`src/bank_track_pkg.sv`:
```
/*
 * shared definitions for the eight-bank command legality tracker:
 * command codes, bank states, decoded command carrier, timing counts.
 * assumes a 20 MHz system clock; all times are converted to cycles here.
 */
package bank_track_pkg;

    localparam int NUM_BANKS = 8;
    localparam int BANK_W = 3;
    localparam int BYTE_LANES = 2;
    localparam int DATA_W = 16;

    // --------------------------------------------------------------
    // timing
    // --------------------------------------------------------------
    localparam int CLK_PERIOD_NS = 50;
    localparam int ROW_PRECHARGE_TIME_NS = 18;
    localparam int ACTIVATE_TO_COLUMN_DELAY_NS = 18;
    localparam int MODE_REG_READ_TIME_NS = 200;
    localparam int MODE_REG_WRITE_TIME_NS = 500;
    localparam int BURST_LEN = 8;

    // least times round up, never below one cycle
    localparam int RP_CYC_RAW = (ROW_PRECHARGE_TIME_NS + CLK_PERIOD_NS - 1) / CLK_PERIOD_NS;
    localparam int RCD_CYC_RAW = (ACTIVATE_TO_COLUMN_DELAY_NS + CLK_PERIOD_NS - 1) / CLK_PERIOD_NS;
    localparam int MRR_CYC_RAW = (MODE_REG_READ_TIME_NS + CLK_PERIOD_NS - 1) / CLK_PERIOD_NS;
    localparam int MRW_CYC_RAW = (MODE_REG_WRITE_TIME_NS + CLK_PERIOD_NS - 1) / CLK_PERIOD_NS;
    localparam int RP_CYC = (RP_CYC_RAW < 1) ? 1 : RP_CYC_RAW;
    localparam int RCD_CYC = (RCD_CYC_RAW < 1) ? 1 : RCD_CYC_RAW;
    localparam int MRR_CYC = (MRR_CYC_RAW < 1) ? 1 : MRR_CYC_RAW;
    localparam int MRW_CYC = (MRW_CYC_RAW < 1) ? 1 : MRW_CYC_RAW;
    // burst of eight beats at double rate occupies four clocks
    localparam int BURST_CYC = BURST_LEN / 2;

    localparam int CNT_W = 5;

    // --------------------------------------------------------------
    // commands and states
    // --------------------------------------------------------------
    typedef enum logic [3:0] {
        CMD_NOP,
        CMD_ACTIVATE,
        CMD_READ,
        CMD_WRITE,
        CMD_PRECHARGE,
        CMD_MODE_REG_READ,
        CMD_MODE_REG_WRITE,
        CMD_RESET
    } cmd_e;

    typedef enum logic [3:0] {
        ST_POWER_ON,
        ST_IDLE,
        ST_ACTIVATING,
        ST_ACTIVE,
        ST_READING,
        ST_WRITING,
        ST_READING_AP,
        ST_WRITING_AP,
        ST_PRECHARGING,
        ST_RESETTING,
        ST_IDLE_MRR,
        ST_ACTIVE_MRR,
        ST_RESETTING_MRR,
        ST_MRW
    } bank_state_e;

    typedef struct packed {
        logic valid;
        cmd_e cmd;
        logic [BANK_W-1:0] bank;
        logic all_banks;
        logic auto_pre;
    } cmd_s;

    typedef struct packed {
        logic valid;
        logic [DATA_W-1:0] data;
        logic [BYTE_LANES-1:0] write_data_mask;
    } wr_beat_s;

endpackage

```
`src/bank_track.sv`:
```
/*
 * eight-bank command legality tracker for a low-power ddr device.
 * assumes the command/address pins are already decoded into a command
 * carrier on clk_sys; clock enable and write beats arrive as pins.
 */
// Contract
// - nop leaves bank state and operation unchanged
// - idle after precharge plus precharge time, or after register write time
// - active after activate plus column delay
// - plain read/write enter reading/writing
// - register read lasts read time, then returns
// - register write lasts write time, then idle
// - auto precharge on or off both accepted
// - register read allowed mid activate or precharge
// - bank returns per state when read issued
// - reset via register write from power on; here a separate reset command does it, register write needs every bank idle
// - activate elsewhere opens row in bank m
// - read/write elsewhere starts burst in bank m
// - mask high drops lane, low stores it
`timescale 1ns/100ps
module bank_track (
    // clock and reset
    input wire logic clk_sys,
    input wire logic resetn,
    // command side
    input wire logic clk_enable,
    input bank_track_pkg::cmd_s cmd_in,
    // write data side
    input bank_track_pkg::wr_beat_s wr_beat,
    // state and stored data
    output bank_track_pkg::bank_state_e bank_state [bank_track_pkg::NUM_BANKS],
    output logic [bank_track_pkg::DATA_W-1:0] wr_data_out,
    output logic wr_data_valid,
    output logic illegal_cmd
);

    // ----------------------------------------------------------------
    // clock enable sampling
    // ----------------------------------------------------------------
    logic cke_meta_q, cke_meta_d, cke_sync_q, cke_sync_d, cke_prev_q, cke_prev_d;
    logic cmd_live;

    always_comb begin
        cke_meta_d = clk_enable;
        cke_sync_d = cke_meta_q;
        cke_prev_d = cke_sync_q;
    end

    always_ff @(posedge clk_sys or negedge resetn) begin
        if (!resetn) begin
            cke_meta_q <= 1'b0;
            cke_sync_q <= 1'b0;
            cke_prev_q <= 1'b0;
        end else begin
            cke_meta_q <= cke_meta_d;
            cke_sync_q <= cke_sync_d;
            cke_prev_q <= cke_prev_d;
        end
    end

    // commands count only with enable high now and on the previous edge
    assign cmd_live = cmd_in.valid && cke_sync_q && cke_prev_q;

    // ----------------------------------------------------------------
    // per-bank trackers
    // ----------------------------------------------------------------
    logic [bank_track_pkg::NUM_BANKS-1:0] hit;
    logic all_idle, any_mr_busy, any_burst, all_pre_ok;

    always_comb begin
        all_idle = 1'b1;
        any_mr_busy = 1'b0;
        any_burst = 1'b0;
        all_pre_ok = 1'b1;
        for (int i = 0; i < bank_track_pkg::NUM_BANKS; i++) begin
            all_idle &= (bank_state[i] == bank_track_pkg::ST_IDLE);
            any_mr_busy |= (bank_state[i] inside {bank_track_pkg::ST_IDLE_MRR, bank_track_pkg::ST_ACTIVE_MRR,
                                                  bank_track_pkg::ST_RESETTING_MRR, bank_track_pkg::ST_MRW});
            any_burst |= (bank_state[i] inside {bank_track_pkg::ST_READING, bank_track_pkg::ST_WRITING,
                                                bank_track_pkg::ST_READING_AP, bank_track_pkg::ST_WRITING_AP});
            all_pre_ok &= !(bank_state[i] inside {bank_track_pkg::ST_READING_AP, bank_track_pkg::ST_WRITING_AP,
                                                   bank_track_pkg::ST_ACTIVATING, bank_track_pkg::ST_POWER_ON});
        end
    end

    // device-wide commands reach every bank, others only the addressed one
    always_comb begin
        for (int i = 0; i < bank_track_pkg::NUM_BANKS; i++) begin
            hit[i] = cmd_live && !illegal_cmd && (
                cmd_in.cmd inside {bank_track_pkg::CMD_MODE_REG_WRITE, bank_track_pkg::CMD_RESET,
                                   bank_track_pkg::CMD_MODE_REG_READ}
                || (cmd_in.cmd == bank_track_pkg::CMD_PRECHARGE && cmd_in.all_banks)
                || cmd_in.bank == i[bank_track_pkg::BANK_W-1:0]);
        end
    end

    for (genvar g = 0; g < bank_track_pkg::NUM_BANKS; g++) begin : g_bank
        bank_fsm u_bank (
            .clk_sys(clk_sys),
            .resetn(resetn),
            .hit(hit[g]),
            .cmd(cmd_in),
            .state(bank_state[g])
        );
    end

    // ----------------------------------------------------------------
    // legality check
    // ----------------------------------------------------------------
    bank_track_pkg::bank_state_e tgt;
    assign tgt = bank_state[cmd_in.bank];

    always_comb begin
        illegal_cmd = 1'b0;
        if (cmd_live && cmd_in.cmd != bank_track_pkg::CMD_NOP) begin
            // only a nop while any register access runs
            if (any_mr_busy) begin
                illegal_cmd = 1'b1;
            end else begin
                case (cmd_in.cmd)
                    bank_track_pkg::CMD_ACTIVATE:
                        illegal_cmd = (tgt != bank_track_pkg::ST_IDLE);
                    bank_track_pkg::CMD_READ, bank_track_pkg::CMD_WRITE:
                        illegal_cmd = !(tgt inside {bank_track_pkg::ST_ACTIVE, bank_track_pkg::ST_READING,
                                                    bank_track_pkg::ST_WRITING});
                    bank_track_pkg::CMD_PRECHARGE:
                        illegal_cmd = cmd_in.all_banks ? !all_pre_ok
                            : (tgt inside {bank_track_pkg::ST_READING_AP, bank_track_pkg::ST_WRITING_AP,
                                           bank_track_pkg::ST_ACTIVATING, bank_track_pkg::ST_POWER_ON});
                    bank_track_pkg::CMD_MODE_REG_READ:
                        illegal_cmd = any_burst || (tgt == bank_track_pkg::ST_POWER_ON);
                    bank_track_pkg::CMD_MODE_REG_WRITE:
                        illegal_cmd = !all_idle;
                    bank_track_pkg::CMD_RESET:
                        illegal_cmd = any_burst;
                    default:
                        illegal_cmd = 1'b1;
                endcase
            end
        end
    end

    // ----------------------------------------------------------------
    // write data masking
    // ----------------------------------------------------------------
    logic [bank_track_pkg::DATA_W-1:0] wr_data_q, wr_data_d;
    logic wr_valid_q, wr_valid_d;

    // a masked lane keeps its old content, so the store is never a blind overwrite
    always_comb begin
        wr_data_d = wr_data_q;
        wr_valid_d = wr_beat.valid;
        if (wr_beat.valid) begin
            for (int l = 0; l < bank_track_pkg::BYTE_LANES; l++) begin
                if (!wr_beat.write_data_mask[l]) begin
                    wr_data_d[l*8 +: 8] = wr_beat.data[l*8 +: 8];
                end
            end
        end
    end

    always_ff @(posedge clk_sys or negedge resetn) begin
        if (!resetn) begin
            wr_data_q <= 16'h0000;
            wr_valid_q <= 1'b0;
        end else begin
            wr_data_q <= wr_data_d;
            wr_valid_q <= wr_valid_d;
        end
    end

    assign wr_data_out = wr_data_q;
    assign wr_data_valid = wr_valid_q;
endmodule

```
`src/bank_fsm.sv`:
```
/*
 * one bank's state tracker with its own timer.
 * assumes commands arrive already decoded and gated by clock enable.
 */
`timescale 1ns/100ps
module bank_fsm (
    // clock and reset
    input wire logic clk_sys,
    input wire logic resetn,
    // command addressed to this bank
    input wire logic hit,
    input bank_track_pkg::cmd_s cmd,
    // state out
    output bank_track_pkg::bank_state_e state
);
    bank_track_pkg::bank_state_e state_q, state_d, ret_q, ret_d;
    logic [bank_track_pkg::CNT_W-1:0] cnt_q, cnt_d;
    logic [bank_track_pkg::CNT_W-1:0] pend_q, pend_d;

    function automatic logic [bank_track_pkg::CNT_W-1:0] cyc(input int n);
        cyc = n[bank_track_pkg::CNT_W-1:0];
    endfunction

    always_comb begin
        state_d = state_q;
        ret_d = ret_q;
        pend_d = (pend_q != '0) ? pend_q - 1'b1 : pend_q;
        cnt_d = (cnt_q != '0) ? cnt_q - 1'b1 : cnt_q;
        if (hit && cmd.cmd != bank_track_pkg::CMD_NOP) begin
            case (cmd.cmd)
                bank_track_pkg::CMD_ACTIVATE: begin
                    state_d = bank_track_pkg::ST_ACTIVATING;
                    cnt_d = cyc(bank_track_pkg::RCD_CYC);
                end
                bank_track_pkg::CMD_READ, bank_track_pkg::CMD_WRITE: begin
                    // either auto precharge form is accepted
                    if (cmd.auto_pre) begin
                        state_d = (cmd.cmd == bank_track_pkg::CMD_READ) ? bank_track_pkg::ST_READING_AP
                                                                       : bank_track_pkg::ST_WRITING_AP;
                        cnt_d = cyc(bank_track_pkg::BURST_CYC + bank_track_pkg::RP_CYC);
                    end else begin
                        state_d = (cmd.cmd == bank_track_pkg::CMD_READ) ? bank_track_pkg::ST_READING
                                                                       : bank_track_pkg::ST_WRITING;
                        cnt_d = cyc(bank_track_pkg::BURST_CYC);
                    end
                end
                bank_track_pkg::CMD_PRECHARGE: begin
                    state_d = bank_track_pkg::ST_PRECHARGING;
                    cnt_d = cyc(bank_track_pkg::RP_CYC);
                end
                bank_track_pkg::CMD_MODE_REG_READ: begin
                    // remember where to return, including an unfinished activate or precharge
                    case (state_q)
                        bank_track_pkg::ST_RESETTING: begin
                            state_d = bank_track_pkg::ST_RESETTING_MRR;
                            ret_d = bank_track_pkg::ST_RESETTING;
                        end
                        bank_track_pkg::ST_ACTIVE, bank_track_pkg::ST_ACTIVATING: begin
                            state_d = bank_track_pkg::ST_ACTIVE_MRR;
                            ret_d = bank_track_pkg::ST_ACTIVE;
                        end
                        default: begin
                            state_d = bank_track_pkg::ST_IDLE_MRR;
                            ret_d = bank_track_pkg::ST_IDLE;
                        end
                    endcase
                    pend_d = cnt_q;
                    cnt_d = cyc(bank_track_pkg::MRR_CYC);
                end
                bank_track_pkg::CMD_MODE_REG_WRITE: begin
                    state_d = bank_track_pkg::ST_MRW;
                    cnt_d = cyc(bank_track_pkg::MRW_CYC);
                end
                bank_track_pkg::CMD_RESET: begin
                    state_d = bank_track_pkg::ST_RESETTING;
                    cnt_d = '0;
                end
                default: begin
                    state_d = state_q;
                end
            endcase
        end else if (cnt_q == cyc(1) || (cnt_q == '0 && pend_q == '0)) begin
            // a nop only lets the running operation continue
            case (state_q)
                bank_track_pkg::ST_ACTIVATING: state_d = bank_track_pkg::ST_ACTIVE;
                bank_track_pkg::ST_PRECHARGING, bank_track_pkg::ST_READING_AP,
                bank_track_pkg::ST_WRITING_AP, bank_track_pkg::ST_MRW: state_d = bank_track_pkg::ST_IDLE;
                bank_track_pkg::ST_READING, bank_track_pkg::ST_WRITING: state_d = bank_track_pkg::ST_ACTIVE;
                bank_track_pkg::ST_IDLE_MRR, bank_track_pkg::ST_ACTIVE_MRR,
                bank_track_pkg::ST_RESETTING_MRR: begin
                    // an activate or precharge must still finish its own delay
                    state_d = ret_q;
                    if (pend_q > cyc(bank_track_pkg::MRR_CYC)) begin
                        cnt_d = pend_q - cyc(bank_track_pkg::MRR_CYC);
                        state_d = (ret_q == bank_track_pkg::ST_ACTIVE) ? bank_track_pkg::ST_ACTIVATING
                                                                      : bank_track_pkg::ST_PRECHARGING;
                    end
                    pend_d = '0;
                end
                default: state_d = state_q;
            endcase
        end
    end

    always_ff @(posedge clk_sys or negedge resetn) begin
        if (!resetn) begin
            state_q <= bank_track_pkg::ST_POWER_ON;
            ret_q <= bank_track_pkg::ST_IDLE;
            cnt_q <= '0;
            pend_q <= '0;
        end else begin
            state_q <= state_d;
            ret_q <= ret_d;
            cnt_q <= cnt_d;
            pend_q <= pend_d;
        end
    end

    assign state = state_q;
endmodule

```
`config.mk`:
```
export PLATFORM = sky130hd
export DESIGN_NAME = bank_track
export DESIGN_NICKNAME = d
export VERILOG_FILES = /design/src/bank_track_pkg.sv /design/src/bank_track.sv /design/src/bank_fsm.sv
export SDC_FILE = /design/constraint.sdc
export NUM_CORES = 1
export LEC_CHECK = 0
export BUFFER_PORTS_ARGS = -buffer_cell sky130_fd_sc_hd__buf_2
export CORE_ASPECT_RATIO = 0.9
export CORE_UTILIZATION = 50
export DETAILED_ROUTE_END_ITERATION = 6
export GPL_ROUTABILITY_DRIVEN = 0
export PLACE_DENSITY = 0.68
export SLEW_MARGIN = 20
export SYNTH_ARGS = -nofsm -noshare
export SYNTH_HDL_FRONTEND = slang
export SYNTH_HIERARCHICAL = 1
export SYNTH_SLANG_ARGS = --single-unit
```
`constraint.sdc`:
```
create_clock -name clk_sys -period 5.3 [get_ports clk_sys]
set_input_delay 0.265 -clock clk_sys [delete_from_list [all_inputs] [get_ports clk_sys]]
set_output_delay 0.265 -clock clk_sys [all_outputs]
set_load 0.005 [all_outputs]
```
==> impl_results.md, run 1 <==
- Status: complete, no violations
- Wire per inst: 17.6 microns
- Number of vias per cell: 6.00
- Nets: 1462
- Drt drc: 0
- Final setup vio count: 0
- Total track usage: 0.252
- Pre-antenna DRT Iters: 6
- Hold/Removal Path Class: in2reg
- Fillers: 2046
- Area grow syn2layout: 11.4%
- Post-Synthesis Cells: 1292
- I/O Buffers: 81
- Initial antenna violation count: 4
- Worst Tran Pin Value: 881 ps
- Rel. slew slack: 0.413
- Detailed placer's ending HPWL: 21400 microns
- Worst reg2reg startpoint: g_bank[7].u_bank/state[1]
- Yosys cell types: 79
- Register area: 3700 sq um
- Critical Path End Type: register
- Setup TNS: 0 ps
- Final Hold Viols: 0
- Clk sinks: 148
- Share of cells above drive strength 1: 0.174
- Synth async-reset ratio: 1.00
- Slowest CP cell: nor3_1
- Die area: 23900 sq um
- CTS H-tree lvls: 4
- RSZ-0062 raised after global routing: no
- CTS buffer count: 17
- Max-Cap Viols: 0
- Yosys reg bits: 148
- CP max stage delay: 670 ps
- Core ar.: 22600 sq um
- Design Area, Final: 13000 sq um
- Pin count of the biggest net entering global routing: 89
- Site row count: 52
- Hold path start: wr_beat[17]
- Post-route ant nets: 0
- Largest family of logic cells by synthesized area: simple AND/OR/NAND/NOR gates
- Root Driver: clkbuf_16
- Slew Limit Fails: 0
- Post-Synth Adder-Cell Area: 0.0671
- Yosys warning count: 6
- N_diodes: 0
- Critical-path cell list: mux2i_1 -> a22o_1 -> a211oi_1 -> nor4_1 -> nor4_1 -> o21ai_1 -> nor3_1 -> nand2b_1 -> nor2b_1 -> o21bai_1 -> mux2_2
- Post-synth top area share: 0.318
- Post-synthesis compound-gate area fraction: 0.203
- Final min period: 4340 ps
- Placed Area: 12300 sq um
- Maximum VDD drop: 238 uV
- CTS tree: built
- Post-synthesis simple-gate area fraction: 0.234
- R2R depth: 11
- WHS Path Cells: 2
- Skew final: 9.08 ps
- Crit Path Category: reg2reg
- Cell accounting for the most synthesized area: dfrtp_1
- First-pass GRT wire length: 48900 microns
- Post-place setup slack: 1000 ps
- Syn avg cell area: 9.01 sq um
- Iter 0 DRT Violations: 773
- DR vias: 10099
- FMAX: 231 MHz
- R2R Path End: g_bank[0].u_bank/state[1]
- Syn nets: 1380
- Post-Synth XOR/XNOR Area: 0.0429
- Power density cells: 478 nW/um^2
- Starting Density: 0.514
- Vias in the first global route: 9604
- WHS Endpoint: wr_data_out[15]
- CP max FO: 14
- WP data arrival: 4640 ps
- Fin crit share: 0.818
- Post-CTS setup buffer count: 0
- CP Launch Type: register
- Required @ worst endpoint: 5610 ps
- Die Wd: 163 microns
- Gr ovfl total: 0
- Reg2reg setup slack: 960 ps
- Multiplexer share of the synthesized area: 0.0821
- Die Y: 147 microns
- Lkg Pwr: 5.34 nW
- Mapped Area: 11600 sq um
- Clock Tree Buf Depth: 2
- Setup ws final: 962 ps
- Top cells by area, synth: dfrtp_1 32%, ha_1 6.0%, mux2_2 4.4%
- Most frequent CP cell: nor4_1
- # IOs: 82
- Post-synth EDFFs: 0
- Final wirelength: 29600 microns
- Area taken by multi-input logic gates: 7320 sq um
- Ys flop type: dfrtp_1
- Sequential area share after synthesis: 0.318
- Clock Latency Late Sink: 430 ps
- Clk slew on worst S/H paths: 70 ps
Yosys cell counts (9+ instances only):
library cell  instances
xnor2_1              48
xor2_1                9
a31oi_1              18
nor4_1               14
inv_1               109
nor4bb_1             21
o21bai_1             16
mux2_2               45
a2bb2oi_1             9
o221ai_1             11
nor3b_1              19
mux2i_1              28
nand3_1              18
nor3_1               67
ha_1                 56
nor2_1               64
o211ai_1             14
nand4_1               9
nor2b_1              22
clkbuf_1              9
dfrtp_1             148
nand2_1             118
o21ai_0             101
a21oi_1              56
nand3b_1             14
nand2b_1             20
buf_2                 9
o22ai_1              20
a211oi_1             17
cell type report:
| class | instances | share of cell area |
|---|---|---|
| Inverter | 109 | 0.0316 |
| Timing Repair Buffer | 96 | 0.0410 |
| Tap cell | 297 | 0.0287 |
| Multi-Input combinational cell | 1002 | 0.565 |
| Clock buffer | 18 | 0.0331 |
| Clock inverter | 14 | 0.0154 |
| Sequential cell | 148 | 0.286 |
how the worst max path moves through the flow:
stage	slack, ps	cells past startpoint	endpoint	startpoint
finish	960	11	g_bank[0].u_bank/state[1]	g_bank[7].u_bank/state[1]
detailed placement	1000	11	g_bank[0].u_bank/state[1]	cmd_in[2]
floorplan	1240	10	g_bank[7].u_bank/state[0]	g_bank[6].u_bank/state[2]
CTS	1070	10	g_bank[0].u_bank/state[1]	g_bank[6].u_bank/state[2]
global placement	1080	11	g_bank[0].u_bank/state[1]	cmd_in[2]
global route	610	11	g_bank[0].u_bank/state[1]	g_bank[7].u_bank/state[1]
repair_timing:
action                                  CTS  global route
endpoints found under the setup margin    0             0
gates resized for setup                   0             0
hold buffers                              3             0
hold endpoints to repair                 87             0
worst max-delay path: cells and delay by family, from the launching register on:
family,cells,cell delay [ps]
and+or+nand+nor,5,1620
muxes,2,520
AOI/OAI and AO/OA,4,1440
DFF,1,630
where the power goes:
| part | switching [mW] | leakage, nW | internal [mW] | total [mW] |
|---|---|---|---|---|
| logic | 1.44 | 3.28 | 1.26 | 2.70 |
| clock network | 0.522 | 0.304 | 0.797 | 1.32 |
| registers | 0.637 | 1.76 | 1.54 | 2.18 |
registers in the layout, summed over array words and instances (netlist names):
register / cells
g_bank.u_bank/state: 32
cke_prev_q: 1
g_bank.u_bank/cnt_q: 40
wr_data_valid: 1
wr_data_out: 16
g_bank.u_bank/ret_q: 16
g_bank.u_bank/pend_q: 40
cke_meta_q: 1
cke_prev_d: 1
logic make-up after synthesis:
group | count (synthesis)
AOI/OAI and AO/OA | 341
xor gates and xnor gates | 57
adders and majority gates | 64
buffers and inverters | 142
DFF | 148
muxes | 81
and+or+nand+nor | 459
cell usage in the layout, fill, tap and decap left out, types with 9 or more instances in the layout:
| master | n |
|---|---|
| dfrtp_1 | 148 |
| nand2_1 | 118 |
| inv_1 | 109 |
| o21ai_0 | 101 |
| buf_2 | 80 |
| nor3_1 | 67 |
| nor2_1 | 64 |
| a21oi_1 | 56 |
| ha_1 | 56 |
| xnor2_1 | 48 |
| mux2_2 | 45 |
| mux2i_1 | 28 |
| nor2b_1 | 22 |
| nor4bb_1 | 21 |
| nand2b_1 | 20 |
| o22ai_1 | 20 |
| nor3b_1 | 19 |
| nand3_1 | 18 |
| a31oi_1 | 18 |
| a211oi_1 | 17 |
| clkbuf_16 | 17 |
| o21bai_1 | 16 |
| nor4_1 | 14 |
| o211ai_1 | 14 |
| nand3b_1 | 14 |
| buf_4 | 12 |
| o221ai_1 | 11 |
| xor2_1 | 9 |
| nand4_1 | 9 |
| a2bb2oi_1 | 9 |
metrics by stage:
step	instances	hold slack, ps	util	power [mW]
after floorplan	1292	-30.6	-	4.12
after global placement	1649	350	0.544	4.77
after detailed placement	1649	354	0.544	4.85
after CTS	1684	52.7	0.573	6.21
after global routing	1684	64.2	0.573	6.69
final	1684	65.5	0.573	6.19
routing by layer:
metal | vias to the layer above | wire length [microns] | track usage
li1 | 4917 | - | -
met5 | - | 40 | 0
met3 | 41 | 1810 | 0.0582
met4 | 8 | 466 | 0.0593
met1 | 4851 | 14100 | 0.361
met2 | 282 | 13200 | 0.383
Note: power is estimated with default switching activity, not from simulation.
==> inputs of run 2 (changes only) <==
Settings changed: ABC_AREA set to 1, PLACE_DENSITY 0.68 to 0.7.
Clock period 5.3 ns to 3.9 ns, I/O delays scaled along.
==> run 2 against run 1 <==
Effect of this change: flip-flop and latch count stayed put; via count grew 27%; sequential share of layout area down 3.6 points; area after synthesis up 14%; hold slack improved by 280 ps; clock skew grew 8.0 ps; global-route usage rose by 0.44 points; non-clock buffer count grew 8; die area rose by 14%; core utilization down 0.23 points.
==> impl_results.md, run 2 <==
- Nets: 2183
- DR vias: 12824
- Clock Tree Buf Depth: 2
- Vias in the first global route: 11866
- Most frequent cell after synthesis: nand2_1
- Maximum VDD drop: 430 uV
- Number of vias per cell: 5.22
- Power density cells: 672 nW/um^2
- CP max stage delay: 600 ps
- Pin count of the biggest net entering global routing: 83
- Yosys cell types: 41
- Yosys warning count: 6
- Syn avg cell area: 6.67 sq um
- Setup TNS: 0 ps
- Finished Layout Cells: 2457
- Post-route ant nets: 0
- Post-synth top area share: 0.278
- Hold/Removal Path Class: in2async
- Area grow syn2layout: 11.8%
- Share of cells above drive strength 1: 0.189
- Synth async-reset ratio: 1.00
- Most common cell after layout, fill and taps aside: nand2_1
- WP data arrival: 3200 ps
- CTS tree: built
- Most frequent cells after synthesis: 577 x nand2_1, 264 x nand3_1, 207 x inv_1
- Initial antenna violation count: 2
- Slew Limit Fails: 0
- Fin crit share: 0.742
- RSZ-0062 raised after global routing: no
- Core ar.: 26100 sq um
- CTS resizes: 0
- Clk slew on worst S/H paths: 60 ps
- Site row count: 56
- Mapped Area: 13300 sq um
- Final setup vio count: 0
- Yosys reg bits: 148
- Critical Path End Type: register
- CP Launch Type: register
- Die Wd: 174 microns
- Die Y: 157 microns
- # IOs: 82
- Gr ovfl total: 0
- Most frequent cells in the layout: 577 x nand2_1, 264 x nand3_1, 207 x inv_1
- Clk sinks: 148
- Top cells by area, synth: dfrtp_1 28%, nand2_1 16%, nand3_1 9.9%
- Slowest CP cell: dfrtp_1
- Clock Latency Late Sink: 440 ps
- Die area: 27300 sq um
- Post-synth EDFFs: 0
- Layout Utilization: 0.570
- Iter 0 DRT Violations: 1102
- Max-Cap Viols: 0
- Total track usage: 0.256
- Ys flop type: dfrtp_1
- Sequential area share after synthesis: 0.278
- I/O Buffers: 81
- CTS buffer count: 17
- Final min period: 2890 ps
- Starting Density: 0.510
- Required @ worst endpoint: 4210 ps
- Drt drc: 0
- Final wirelength: 34100 microns
- Root Driver: clkbuf_16
- Post-Place Cells: 2405
- Final Hold Viols: 0
- Rel. slew slack: 0.472
- Crit Path Category: reg2reg
- Worst path top cell family by delay: simple AND/OR/NAND/NOR gates
- Post-Synthesis Cells: 1995
- Status: complete, no violations
- Worst path buffer plus inverter count: 2
- FMAX: 346 MHz
- CP max FO: 13
- Skew final: 17.1 ps
- Worst Tran Pin Value: 793 ps
- Wire per inst: 13.9 microns
- First-pass GRT wire length: 57400 microns
- Most frequent CP cell: nand2_1
- Syn nets: 2083
- Detailed placer's ending HPWL: 25300 microns
- Cell accounting for the most synthesized area: dfrtp_1
- Critical-path cell list: inv_1 -> nand2_1 -> nand2_1 -> nor2_1 -> nand2_1 -> a21oi_1 -> nand2_1 -> nor2_1 -> nand2_1 -> nor2_1 -> nand3_1 -> nand2_2 -> nand2_4 -> nor2_2 -> nand2_4 -> inv_4 -> nand2_2 -> nand2_4 -> o22ai_2
- CTS H-tree lvls: 4
- Lkg Pwr: 7.75 nW
- Pre-antenna DRT Iters: 5
==> run 2: metal layers <==
layer | global-route usage | vias to the layer above | share of wire
met5 | 0 | - | 0
met4 | 0.0698 | 0 | 0.018
met3 | 0.0377 | 49 | 0.045
met2 | 0.420 | 312 | 0.46
met1 | 0.352 | 5887 | 0.47
li1 | - | 6576 | -
==> run 2: final timing paths <==
path / to / depth (start not counted) / slack, ps / start
hold / removal: g_bank[6].u_bank/pend_q[1] / 2 / 350 / resetn
min in group clk_sys: cke_prev_d / 0 / 350 / cke_meta_q
setup / recovery: g_bank[3].u_bank/pend_q[4] / 19 / 1010 / g_bank[4].u_bank/state[3]
hold reg to reg: cke_prev_d / 0 / 350 / cke_meta_q
setup reg to reg: g_bank[3].u_bank/pend_q[4] / 19 / 1010 / g_bank[4].u_bank/state[3]
max in group asynchronous: g_bank[1].u_bank/ret_q[3] / 3 / 2710 / resetn
==> run 2: cell families (layout without fill, tap and decap cells) <==
kind of cell / after synthesis / after routing / share of synthesized area
mux: 16 / 16 / 0.0135
other cells: 0 / 2 / 0
simple gates: 1224 / 1224 / 0.434
flops: 148 / 148 / 0.278
xor+xnor: 41 / 41 / 0.0270
fa+ha+maj: 56 / 56 / 0.0527
buf+inv: 303 / 415 / 0.0939
compound gates: 207 / 207 / 0.100
==> run 2: area by class of cell <==
type,count,area (sq um)
Sequential cell,148,3700
Clock inverter,13,231
Timing Repair Buffer,104,644
Multi-Input combinational cell,1544,8350
Antenna cell,2,5.00
Fill cell,2460,11200
Inverter,280,1070
Tap cell,348,435
Clock buffer,18,429
==> run 2: report_power, final <==
| group | switching (mW) | internal [mW] |
|---|---|---|
| logic | 3.16 | 1.97 |
| registers | 0.848 | 2.14 |
| clock network | 0.680 | 1.20 |
==> run 2: repair_timing <==
item,CTS,global route
endpoints found under the setup margin,0,0
hold buffers,19,0
setup buffers,0,0
endpoints found under the hold margin,99,0
==> run 2: through the flow <==
| stage | hold slack [ps] | setup WS, ps | total power [mW] | instance area, sq um |
|---|---|---|---|---|
| CTS | 338 | 1040 | 10.0 | 14900 |
| global placement | 291 | 1080 | 7.93 | 14000 |
| global route | 354 | 648 | 10.9 | 14900 |
| detailed placement | 286 | 1070 | 8.04 | 14000 |
| finish | 350 | 1010 | 9.99 | 14900 |
| floorplan | -101 | 1640 | 6.74 | 13300 |
==> inputs of run 3 (changes only) <==
Clock period 3.9 ns to 2.65 ns, I/O delays scaled along.
==> run 3 against run 2 <==
Effect of this change: register-to-register slack worse by 950 ps; flip-flop and latch count is the same; design area rose by 10%; power increased by 53%; maximum frequency increased by 12%; critical path depth up 2; clock skew shrank 3.5 ps; global-route usage rose by 0.081 points; die area stayed put; via count up 4.5%; clock power rose by 29%; largest power group unchanged.
==> impl_results.md, run 3 (synthesis gave the netlist of run 2 again) <==
- Status: complete, no violations
- Core ar.: 26100 sq um
- Crit Path Category: reg2reg
- Clk slew on worst S/H paths: 70 ps
- Drt drc: 0
- Met3 Resource Use GR: 0.0360
- Post-route ant nets: 0
- # IOs: 82
- WP depth: 21
- N_diodes: 0
- Wire per inst: 14.2 microns
- Power density cells: 936 nW/um^2
- First-pass GRT wire length: 57200 microns
- RSZ-0062 raised after global routing: yes
- Required @ worst endpoint: 2980 ps
- CP max FO: 8
- Detailed placer's ending HPWL: 25700 microns
- Area grow syn2layout: 22.9%
- Worst path buffer plus inverter count: 1
- Worst path top cell family by delay: simple AND/OR/NAND/NOR gates
- Pin count of the biggest net entering global routing: 73
- FMAX: 386 MHz
- CP Launch Type: register
- Max-Cap Viols: 0
- Rel. slew slack: 0.522
- GRT Max-Usage Layer: met2
- Clock Tree Buf Depth: 2
- Number of vias per cell: 5.25
- CTS tree: built
- Post-Place Cells: 2446
- Share of cells above drive strength 1: 0.274
- Initial antenna violation count: 0
- Lkg Pwr: 8.44 nW
- Nets: 2283
- Hold slack: 272 ps
- Critical Path End Type: register
- Final setup vio count: 0
- CTS H-tree lvls: 4
- Fillers: 2327
- Clk sinks: 148
- Clock Latency Late Sink: 450 ps
- Finished Layout Cells: 2556
- R2R depth: 21
- Final min period: 2590 ps
- CP max stage delay: 480 ps
- Layout Utilization: 0.627
- Fin crit share: 0.978
- Hold/Removal Path Class: in2async
- Met2 Use GR: 0.423
- CTS buffer count: 17
- Final wirelength: 36300 microns
- Slowest CP cell: dfrtp_2
- I/O Buffers: 81
- Die Y: 157 microns
- Most frequent CP cell: nand2_1
- Most common cell after layout, fill and taps aside: nand2_1
- Most frequent cells in the layout: 543 x nand2_1, 243 x nand3_1, 204 x inv_1
- Total power: 15.3 mW
- Maximum VDD drop: 604 uV
- Slew Limit Fails: 0
- Final Hold Viols: 0
- Starting Density: 0.510
- Pre-antenna DRT Iters: 6
- Critical-path cell list: nand2_1 -> nand2_1 -> nand2_1 -> nand2_1 -> nand2_1 -> nand2_2 -> nor2_2 -> nand2_1 -> nand2_1 -> nand2_1 -> nor2_1 -> nand3_1 -> nand2_2 -> nand2_8 -> nor2_4 -> nand2_4 -> buf_4 -> nor2_1 -> a21oi_1 -> nand2_1 -> nand2_1
- Total track usage: 0.257
- WP data arrival: 2920 ps
- Skew final: 13.6 ps
- Iter 0 DRT Violations: 1078
- Gr ovfl total: 0
- Root Driver: clkbuf_16
- Die area: 27300 sq um
- Die Wd: 174 microns
- Worst Tran Pin Value: 718 ps
- DR vias: 13407
- M1 GR Usage: 0.345
- Vias in the first global route: 12014
- Site row count: 56
-- run 3: final timing paths --
check / slack [ps] / end / start
hold / removal: 270 / g_bank[6].u_bank/pend_q[0] / resetn
max in group asynchronous: 1610 / wr_data_out[2] / resetn
setup reg to reg: 60 / g_bank[4].u_bank/state[1] / g_bank[4].u_bank/state[2]
setup / recovery: 60 / g_bank[4].u_bank/state[1] / g_bank[4].u_bank/state[2]
hold reg to reg: 350 / cke_prev_d / cke_meta_q
min in group clk_sys: 290 / wr_data_out[9] / wr_beat[1]
-- run 3: routing by layer --
metal	share of wire	up-vias	wire length (microns)
li1	-	6770	-
met1	0.46	6211	16700
met2	0.47	367	17200
met3	0.042	59	1540
met4	0.023	0	825
met5	0	-	0
-- run 3: final cells by class --
type | count | area, sq um | area share
Inverter | 280 | 1130 | 0.0690
Clock buffer | 18 | 439 | 0.0269
Clock inverter | 14 | 140 | 0.00857
Multi-Input combinational cell | 1549 | 9070 | 0.555
Timing Repair Buffer | 199 | 1420 | 0.0870
Sequential cell | 148 | 3720 | 0.227
Tap cell | 348 | 435 | 0.0266
-- run 3: timing repair --
action                     in CTS  in global routing
resized for setup               6                205
setup endpoints to repair      25                121
setup buffers                   0                 55
gates cloned                    0                  5
pin swaps                       0                 83
hold buffers                   19                  0
hold endpoints to repair       87                  0
-- run 3: report_power, final --
| group | switching, mW | internal, mW |
|---|---|---|
| combinational | 5.43 | 3.38 |
| sequential | 0.896 | 3.17 |
| clock | 1.08 | 1.34 |
-- run 3: worst register-to-register path, cell delays in order (launching register included) --
cell	delay, ps
dfrtp_2	480
nand2_1	90
nand2_1	50
nand2_1	70
nand2_1	60
nand2_1	70
nand2_2	80
nor2_2	140
nand2_1	80
nand2_1	60
nand2_1	50
nor2_1	100
nand3_1	90
nand2_2	130
nand2_8	140
nor2_4	200
nand2_4	140
buf_4	170
nor2_1	110
a21oi_1	60
nand2_1	60
nand2_1	50
-- run 3: stage by stage --
step | TNS (ps) | area, sq um | setup slack [ps]
CTS | -9.73 | 15100 | -3.17
global route | -6330 | 16400 | -156
finish | 0 | 16400 | 57.8
floorplan | 0 | 13300 | 387
detailed placement | -516 | 14300 | -38.8
global placement | -345 | 14300 | -19.5
